`src/core/rt_ctl_pkg.sv`:
```
// Notes on behaviour
// any unique address 0 to 30 accepted
// address comes from wired connector pins
// address sampled, checked at power-up, fault tolerant
// invalid address: terminal never responds
// mode subaddress 00000 and 11111 mean same
// controller may use either mode subaddress
// status, shutdown, override, reset mode codes decoded
// controller issues all codes, never dynamic control
// reset: status word first, then internal reset
// during reset: busy status, no bad data
// reset finished within 5.0 ms
// self test: status word first, then test
// valid command may abort running self test
// during self test: busy status, no bad data
// self test results ready within 100.0 ms
// status word content always valid
// message error kept; instrumentation, reserved zero
// broadcast option implements broadcast received bit
// subsystem self test gives subsystem flag
// terminal self test gives terminal flag
// dynamic control unsupported, acceptance bit zero
// busy only from commands or faults
// address 11111 reserved for broadcast only
package rt_ctl_pkg;

    // apb register map
    localparam logic [11:0] off_ctrl = 12'h000;
    localparam logic [11:0] off_status = 12'h004;
    localparam logic [11:0] off_result = 12'h008;
    localparam int ctrl_bcast_bit = 0;
    localparam int ctrl_test_bit = 1;
    localparam int ctrl_sreq_bit = 2;
    localparam logic [2:0] ctrl_reset = 3'h3;
    localparam int stat_addr_ok_bit = 16;
    localparam int stat_tx_off_lsb = 17;
    localparam int stat_busy_bit = 19;
    localparam int stat_fail_bit = 20;

    // bus word fields
    localparam logic [4:0] addr_bcast = 5'h1f;
    localparam logic [4:0] sa_mode_lo = 5'h00;
    localparam logic [4:0] sa_mode_hi = 5'h1f;
    localparam logic [4:0] mc_tx_status = 5'h02;
    localparam logic [4:0] mc_self_test = 5'h03;
    localparam logic [4:0] mc_tx_shutdown = 5'h04;
    localparam logic [4:0] mc_tx_override = 5'h05;
    localparam logic [4:0] mc_reset_rt = 5'h08;

    // address acquisition spacing in cycles
    localparam logic [3:0] acq_settle = 4'h8;

    // deadlines
    localparam int clk_period_ps = 8000;
    localparam real reset_limit_ms = 5.0;
    localparam real test_limit_ms = 100.0;
    localparam int reset_limit_cycles = int'($floor(reset_limit_ms * 1.0e9 / clk_period_ps));
    localparam int test_limit_cycles = int'($floor(test_limit_ms * 1.0e9 / clk_period_ps));

    typedef enum logic [2:0] {
        ph_acquire,
        ph_check,
        ph_idle,
        ph_reset_wait,
        ph_reset,
        ph_test_wait,
        ph_test,
        ph_dead
    } phase_type;

    typedef struct packed {
        logic valid;
        logic bus;
        logic [4:0] rt_addr;
        logic tx;
        logic [4:0] subaddr;
        logic [4:0] mode;
    } cmd_type;

    typedef struct packed {
        logic valid;
        logic bus;
        logic [15:0] word;
    } resp_type;

endpackage

```
`src/core/rt_option_mode_status_logic.sv`:
```
`timescale 1ns/1ps
module rt_option_mode_status_logic
    import rt_ctl_pkg::*;
#(
    parameter int unsigned reset_cycles = reset_limit_cycles,
    parameter int unsigned test_cycles = test_limit_cycles
) (
    // clock and reset
    input wire logic pclk,
    input wire logic presetn,
    // apb slave
    input wire logic psel,
    input wire logic penable,
    input wire logic pwrite,
    input wire logic [11:0] paddr,
    input wire logic [31:0] pwdata,
    output logic [31:0] prdata,
    output logic pready,
    output logic pslverr,
    // wired address connector
    input wire logic [4:0] addr_pin,
    input wire logic addr_par_pin,
    // from word decoder
    input wire cmd_type cmd,
    input wire logic msg_error,
    input wire logic subsys_fault,
    // to word encoder
    output resp_type resp,
    input wire logic resp_sent,
    // terminal state
    output logic [1:0] tx_enable,
    output logic addr_valid,
    output logic busy
);

    typedef struct packed {
        logic [5:0] sync1;
        logic [5:0] sync2;
        phase_type phase;
        logic [3:0] acq_cnt;
        logic [4:0] addr_a;
        logic [4:0] addr_b;
        logic par_a;
        logic addr_ok;
        logic [23:0] cnt;
        logic [1:0] tx_off;
        logic msg_err;
        logic bcast_rcvd;
        logic term_flag;
        logic test_done;
        logic test_pass;
        logic [2:0] ctrl;
        resp_type resp;
        logic [31:0] prdata;
        logic pslverr;
    } state_type;

    state_type s;
    state_type next_s;

    function automatic logic is_mode_sa(input logic [4:0] sa);
        is_mode_sa = (sa == sa_mode_lo) || (sa == sa_mode_hi);
    endfunction

    // odd parity over address and parity pin
    function automatic logic par_ok(input logic [4:0] a, input logic p);
        par_ok = ^{a, p};
    endfunction

    function automatic logic [15:0] status_word(input state_type st);
        logic [15:0] w;
        w = 16'h0000;
        w[15:11] = st.addr_a;
        w[10] = st.msg_err;
        w[9] = 1'b0;
        w[8] = st.ctrl[ctrl_sreq_bit];
        w[7:5] = 3'h0;
        w[4] = st.bcast_rcvd;
        w[3] = (st.phase == ph_reset) || (st.phase == ph_test);
        w[2] = subsys_fault;
        w[1] = 1'b0;
        w[0] = st.term_flag;
        status_word = w;
    endfunction

    logic own;
    logic bcast;
    logic mode;
    logic hit;
    logic can_reply;
    logic self_ok;
    logic [31:0] rd_word;
    logic rd_hit;
    logic [15:0] cur_status;

    always_comb begin
        own = cmd.valid && s.addr_ok && (cmd.rt_addr == s.addr_a) && (s.addr_a == s.addr_b);
        bcast = cmd.valid && s.addr_ok && (cmd.rt_addr == addr_bcast) && s.ctrl[ctrl_bcast_bit];
        mode = is_mode_sa(cmd.subaddr);
        hit = own || bcast;
        can_reply = own && !s.tx_off[cmd.bus];
        self_ok = (s.addr_a == s.addr_b) && par_ok(s.addr_a, s.par_a) && (s.addr_a != addr_bcast);
        cur_status = status_word(s);
    end

    // register read mux
    always_comb begin
        rd_word = 32'h0000_0000;
        rd_hit = 1'b1;
        if (paddr == off_ctrl) begin
            rd_word[2:0] = s.ctrl;
        end else if (paddr == off_status) begin
            rd_word[15:0] = cur_status;
            rd_word[stat_addr_ok_bit] = s.addr_ok;
            rd_word[stat_tx_off_lsb +: 2] = s.tx_off;
            rd_word[stat_busy_bit] = cur_status[3];
            rd_word[stat_fail_bit] = (s.phase == ph_dead);
        end else if (paddr == off_result) begin
            rd_word[0] = s.test_done;
            rd_word[1] = s.test_pass;
        end else begin
            rd_hit = 1'b0;
        end
    end

    always_comb begin
        next_s = s;
        next_s.sync1 = {addr_par_pin, addr_pin};
        next_s.sync2 = s.sync1;
        next_s.resp.valid = 1'b0;

        // apb: data and error captured in setup, shown in access
        if (psel && !penable) begin
            next_s.prdata = pwrite ? 32'h0000_0000 : rd_word;
            next_s.pslverr = !rd_hit || (pwrite && (paddr != off_ctrl));
        end
        if (psel && penable && pwrite && (paddr == off_ctrl)) begin
            next_s.ctrl = pwdata[2:0];
        end

        case (s.phase)
            ph_acquire: begin
                next_s.acq_cnt = s.acq_cnt + 4'h1;
                if (s.acq_cnt == acq_settle) begin
                    next_s.addr_a = s.sync2[4:0];
                    next_s.par_a = s.sync2[5];
                    next_s.acq_cnt = 4'h0;
                    next_s.phase = ph_check;
                end
            end
            ph_check: begin
                next_s.acq_cnt = s.acq_cnt + 4'h1;
                if (s.acq_cnt == acq_settle) begin
                    // second independent sample must match and pass parity
                    next_s.addr_b = s.sync2[4:0];
                    if ((s.sync2[4:0] == s.addr_a) && (s.sync2[5] == s.par_a) && par_ok(s.addr_a, s.par_a)
                        && (s.addr_a != addr_bcast)) begin
                        next_s.addr_ok = 1'b1;
                        next_s.phase = ph_idle;
                    end else begin
                        next_s.phase = ph_dead;
                    end
                end
            end
            ph_reset: begin
                next_s.cnt = s.cnt + 24'h1;
                if (s.cnt >= 24'(reset_cycles - 1)) begin
                    // status flags and bus enables back to power-up values, address and self test result kept
                    next_s.tx_off = 2'b00;
                    next_s.msg_err = 1'b0;
                    next_s.bcast_rcvd = 1'b0;
                    next_s.term_flag = 1'b0;
                    next_s.cnt = 24'h0;
                    next_s.phase = ph_idle;
                end
            end
            ph_test: begin
                next_s.cnt = s.cnt + 24'h1;
                if (s.cnt >= 24'(test_cycles - 1)) begin
                    next_s.test_done = 1'b1;
                    next_s.test_pass = self_ok;
                    next_s.term_flag = !self_ok;
                    next_s.cnt = 24'h0;
                    next_s.phase = ph_idle;
                end
            end
            ph_reset_wait: begin
                if (resp_sent) begin
                    next_s.cnt = 24'h0;
                    next_s.phase = ph_reset;
                end
            end
            ph_test_wait: begin
                if (resp_sent) begin
                    next_s.cnt = 24'h0;
                    next_s.phase = ph_test;
                end
            end
            default: begin
            end
        endcase

        // command handling
        if (hit && (s.phase == ph_reset)) begin
            // only a busy status while resetting, no data
            if (can_reply) begin
                next_s.resp.valid = 1'b1;
                next_s.resp.bus = cmd.bus;
                next_s.resp.word = cur_status;
            end
        end else if (hit && ((s.phase == ph_idle) || (s.phase == ph_test) || (s.phase == ph_test_wait)
                             || (s.phase == ph_reset_wait))) begin
            if (s.phase == ph_test) begin
                next_s.phase = ph_idle;
                next_s.cnt = 24'h0;
            end else if (s.phase != ph_idle) begin
                next_s.phase = ph_idle;
            end
            next_s.resp.valid = can_reply;
            next_s.resp.bus = cmd.bus;
            next_s.resp.word = cur_status;
            if (bcast) begin
                next_s.bcast_rcvd = 1'b1;
            end
            if (mode && (cmd.mode != mc_tx_status) && !bcast) begin
                next_s.bcast_rcvd = 1'b0;
                next_s.msg_err = 1'b0;
            end
            if (!mode && !bcast) begin
                next_s.bcast_rcvd = 1'b0;
                next_s.msg_err = 1'b0;
            end
            if (mode) begin
                case (cmd.mode)
                    mc_tx_status: begin
                        // reply carries stored status unchanged
                        next_s.resp.word = cur_status;
                    end
                    mc_tx_shutdown: begin
                        next_s.tx_off[!cmd.bus] = 1'b1;
                    end
                    mc_tx_override: begin
                        next_s.tx_off[!cmd.bus] = 1'b0;
                    end
                    mc_reset_rt: begin
                        next_s.cnt = 24'h0;
                        next_s.phase = can_reply ? ph_reset_wait : ph_reset;
                    end
                    mc_self_test: begin
                        if (s.ctrl[ctrl_test_bit]) begin
                            next_s.test_done = 1'b0;
                            next_s.test_pass = 1'b0;
                            next_s.cnt = 24'h0;
                            next_s.phase = can_reply ? ph_test_wait : ph_test;
                        end else begin
                            next_s.msg_err = !bcast;
                            next_s.resp.word[10] = !bcast;
                        end
                    end
                    default: begin
                        // unsupported mode code to own address flags a message error
                        next_s.msg_err = !bcast;
                        next_s.resp.word[10] = !bcast;
                    end
                endcase
            end
        end

        // an error in the same cycle as a clearing command wins
        if (msg_error && s.addr_ok && (s.phase != ph_reset)) begin
            next_s.msg_err = 1'b1;
        end
    end

    always_ff @(posedge pclk or negedge presetn) begin
        if (!presetn) begin
            s.sync1 <= 6'h00;
            s.sync2 <= 6'h00;
            s.phase <= ph_acquire;
            s.acq_cnt <= 4'h0;
            s.addr_a <= 5'h00;
            s.addr_b <= 5'h00;
            s.par_a <= 1'b0;
            s.addr_ok <= 1'b0;
            s.cnt <= 24'h0;
            s.tx_off <= 2'b00;
            s.msg_err <= 1'b0;
            s.bcast_rcvd <= 1'b0;
            s.term_flag <= 1'b0;
            s.test_done <= 1'b0;
            s.test_pass <= 1'b0;
            s.ctrl <= ctrl_reset;
            s.resp <= '0;
            s.prdata <= 32'h0000_0000;
            s.pslverr <= 1'b0;
        end else begin
            s <= next_s;
        end
    end

    assign prdata = s.prdata;
    assign pready = 1'b1;
    assign pslverr = s.pslverr && psel && penable;
    assign resp = s.resp;
    assign tx_enable = ~s.tx_off;
    assign addr_valid = s.addr_ok;
    assign busy = (s.phase == ph_reset) || (s.phase == ph_test);

endmodule

```
`config.mk`:
```
export PLATFORM = sky130hd
export DESIGN_NAME = rt_option_mode_status_logic
export DESIGN_NICKNAME = d
export VERILOG_FILES = /design/src/core/rt_ctl_pkg.sv /design/src/core/rt_option_mode_status_logic.sv
export SDC_FILE = /design/constraint.sdc
export NUM_CORES = 1
export LEC_CHECK = 0
export BUFFER_PORTS_ARGS = -buffer_cell sky130_fd_sc_hd__buf_2
export CAP_MARGIN = 15
export CORE_AREA = 2 2 121 100
export DETAILED_ROUTE_END_ITERATION = 12
export DIE_AREA = 0 0 123 102
export GPL_TIMING_DRIVEN = 1
export PLACE_DENSITY_LB_ADDON = 0.2
export SYNTH_ARGS = -nofsm -noshare
export SYNTH_HDL_FRONTEND = slang
export SYNTH_SLANG_ARGS = --single-unit
export TNS_END_PERCENT = 30
```
`constraint.sdc`:
```
create_clock -name pclk -period 2.16 [get_ports pclk]
set_clock_uncertainty 0.1 [all_clocks]
set_input_delay 0.108 -clock pclk [delete_from_list [all_inputs] [get_ports pclk]]
set_output_delay 0.108 -clock pclk [all_outputs]
set_load 0.05 [all_outputs]
```
==> impl_metrics.json <==
{
  "postRouteAntennaNets": 0,
  "violations": "negative setup slack",
  "path_cells": "xor2_2, nor4_2, nand4_2, a211oi_4, buf_6, nand2b_4, o21ai_1, a21o_1",
  "yosysWarningCount": 0,
  "period_share_pct": 107,
  "p_sw_mw": 0.951,
  "num_rows": 35,
  "routed_wl_um": 13900,
  "cts_buffer_depth": 2,
  "cts_tree": "yes",
  "r2r_start": "cur_status[13]$_DFFE_PN0P_",
  "synth_edf_count": 0,
  "ir_drop_uv": 494,
  "status": "finished, violations left",
  "dr.pass1.iters": 5,
  "synth_ff_type": "dfrtp_1",
  "multiInputGateArea_mm2": 0.00284,
  "timing_worst_setup_path_type": "reg -> reg",
  "combPwrFrac_pct": 7.3,
  "crit_required_ps": 2300,
  "numCtsBuffers": 9,
  "seq_area_frac_synth_pct": 43.9,
  "place_ws_ps": -174,
  "crit_path_start_kind": "register",
  "grt_pass1_wl_um": 21500,
  "grtUsageTotal_pct": 22.1,
  "fin_util_pct": 62.7,
  "syn2layout_area_growth_pct": 30.8,
  "insertion_delay_ps": 350,
  "dieHeight_um": 102,
  "synthDistinctLibCells": 64,
  "vias": 4701,
  "endpoint_kind": "register",
  "setup_viol": 33,
  "register_area_mm2": 0.00238,
  "netlist_instances": 564,
  "ys_ff_latch": 95,
  "core_mm2": 0.0113,
  "p_clk_share_pct": 43.3,
  "synthArstFlopShare_pct": 100,
  "post_drt_wl_per_cell_um": 16.2,
  "drv_slew": 0,
  "drive_gt1_share_pct": 38.6,
  "setup_ws_ps": -155,
  "clock-root-buffer": "clkbuf_16",
  "grt.overflow.total": 0,
  "hold_viol_final": 0,
  "pin_count": 132,
  "htree_num_levels": 3,
  "initial_core_util_pct": 47.9,
  "period_needed_ps": 2310,
  "clock_sinks": 95,
  "synth_top_area_share_pct": 43.0,
  "fp.dieW_um": 123,
  "max_freq_mhz": 432,
  "worst-path-max-fanout": 7,
  "synth_area_leader_cell": "dfrtp_1",
  "hold_start": "msg_error",
  "seqPwrFrac_pct": 49.5,
  "max_stage_delay_ps": 450,
  "maxCapViolCount": 0,
  "drt-initial-drc-count": 268,
  "slowest_stage": "dfrtp_2",
  "worstMarginPinSlew_ps": 528,
  "ys_top_cells_by_area": "dfrtp_1 (43%), buf_4 (7.3%), mux2_2 (4.8%)",
  "n_fill_cell": 946,
  "clkTransAtPathRegs_ps": 70,
  "remaining_drc_errors": 0,
  "antenna_found_initial": 0,
  "gp_congestion": 0.887,
  "p_per_area_mw_per_mm2": 513,
  "viasPerCell": 5.46,
  "dieArea_mm2": 0.0125,
  "power.total_mw": 3.64,
  "rsz0062_at_grt": "true",
  "final_nets": 787,
  "p_int_mw": 2.68,
  "min_path_type": "in -> reg",
  "startpoint": "cur_status[13]$_DFFE_PN0P_",
  "crit_arrival_ps": 2450,
  "synth.avg_cell_area_um2": 9.60,
  "grt_max_degree": 38,
  "p_leak_nw": 3.47,
  "slew-limit-headroom_pct": 64.6,
  "grt_pass1_vias": 4400,
  "io_buffers": 80,
  "synth.cell_area_mm2": 0.00542,
  "n_antenna_cell": 0,
  "dpl.cell_count": 820,
  "dp_hpwl_um": 9810,
  "fin_cells": 861,
  "netSwitchingFraction_pct": 26.2
}
[stage by stage]
stage | TNS, ps | area (um^2) | hold WS (ps)
2_1_floorplan | -807 | 5560 | -288
3_3_place_gp | -2620 | 6270 | 11.9
3_5_place_dp | -3760 | 6270 | 18.3
4_1_cts | -3340 | 6860 | 45.3
5_1_grt | -5830 | 7090 | 49.8
6_report | -2910 | 7090 | 49.7
[path summary, 6_finish.rpt]
kind	to	slack, ps	cells after the start
worst max-delay path	s[63]$_DFF_PN0_	-150	8
worst min-delay path	cur_status[10]$_DFF_PN0_	50	4
worst max register to register	s[63]$_DFF_PN0_	-150	8
worst min register to register	s[107]$_DFF_PN0_	250	0
max in group asynchronous	s[51]$_DFFE_PN1P_	1130	3
min in group asynchronous	s[66]$_DFF_PN0_	170	2
[cell usage in the layout, fill, tap and decap left out, drive strengths merged, types with 7 or more instances in the layout]
cell type	instances
a21o	20
a21oi	17
a22o	17
buf	172
clkbuf	9
conb	21
dfrtp	93
dlygate4sd3	16
inv	24
mux2	23
mux2i	7
nand2	50
nand3	12
nand4	12
nor2	37
nor3	19
nor4	15
o21ai	36
xnor2	10
xor2	17
[logic make-up (layout without fill, tap and decap cells)]
kind of cell | after synthesis | in the layout | synth area share (%)
other | 2 | 21 | 0.139
xor gates and xnor gates | 27 | 27 | 4.37
DFF | 95 | 95 | 43.9
and+or+nand+nor | 191 | 192 | 18.7
AOI/OAI and AO/OA | 121 | 122 | 15.1
buffers and inverters | 95 | 223 | 10.7
adders and majority gates | 3 | 3 | 0.693
muxes | 30 | 30 | 6.31
[layout make-up]
class                   count  share of cell area (%)
clock buffers               9                    3.18
well taps                 148                    2.61
clock inverters             7                   0.883
inverters                  19                    1.01
multi-input cells         395                    40.1
repair buffers            188                    18.5
flip-flops and latches     95                    33.7
[flip-flops by register name (all words and copies together) (netlist names)]
name and flops:
addr_valid 1, cur_status 9, next_s 6, prdata 16, resp 13, s 50
[critical path, delay by kind of cell, from the launching register on]
family                    cells  cell delay (ps)
xor gates and xnor gates      1              160
buffers and inverters         1              160
AOI/OAI and AO/OA             3              600
and+or+nand+nor               3              730
DFF                           1              450
[cell usage after synthesis, types with 2 or more instances]
| cell | number |
|---|---|
| buf_6 | 2 |
| mux2_2 | 23 |
| nor2b_1 | 6 |
| and3_1 | 6 |
| a21o_1 | 18 |
| or4_1 | 4 |
| a22oi_1 | 3 |
| mux2i_1 | 6 |
| a211o_1 | 2 |
| o31ai_1 | 4 |
| xor2_1 | 17 |
| nor3_1 | 18 |
| nor3b_1 | 6 |
| nor4_1 | 12 |
| nor2_1 | 37 |
| and4_1 | 3 |
| dfrtp_1 | 93 |
| or3_1 | 6 |
| ha_1 | 3 |
| a31oi_1 | 6 |
| clkbuf_1 | 12 |
| buf_2 | 9 |
| conb_1 | 2 |
| a211oi_1 | 2 |
| inv_1 | 19 |
| o21ai_0 | 35 |
| nand2b_1 | 5 |
| and4b_1 | 3 |
| and2_1 | 2 |
| nand2_1 | 49 |
| xnor2_1 | 10 |
| nand3_1 | 12 |
| a22o_1 | 17 |
| nor4_2 | 3 |
| dfstp_2 | 2 |
| a21oi_1 | 17 |
| buf_4 | 53 |
| nand4_1 | 11 |
[power by group through the flow]
stage	Sequential [mW]	Clock (mW)	Combinational, mW
after global routing	1.80	1.69	0.288
after floorplan	1.83	0	0.158
final	1.80	1.57	0.265
after CTS	1.80	1.60	0.264
after global placement	1.83	0	0.235
after detailed placement	1.83	0	0.239
[routing by layer]
layer	track usage, %	wire length, um
met1	30.2	6350
met2	34.9	6560
met3	5.13	818
met4	7.78	212
met5	0	0
[repair_timing]
item | in CTS | in global routing
hold buffers | 16 | 0
endpoints found under the hold margin | 49 | 0
setup endpoints to repair | 42 | 45
gates cloned | 2 | 0
gates resized for setup | 28 | 49
pin swaps | 4 | 15
buffers inserted | 4 | 3
No activity file was read; power rests on OpenSTA's default activity.
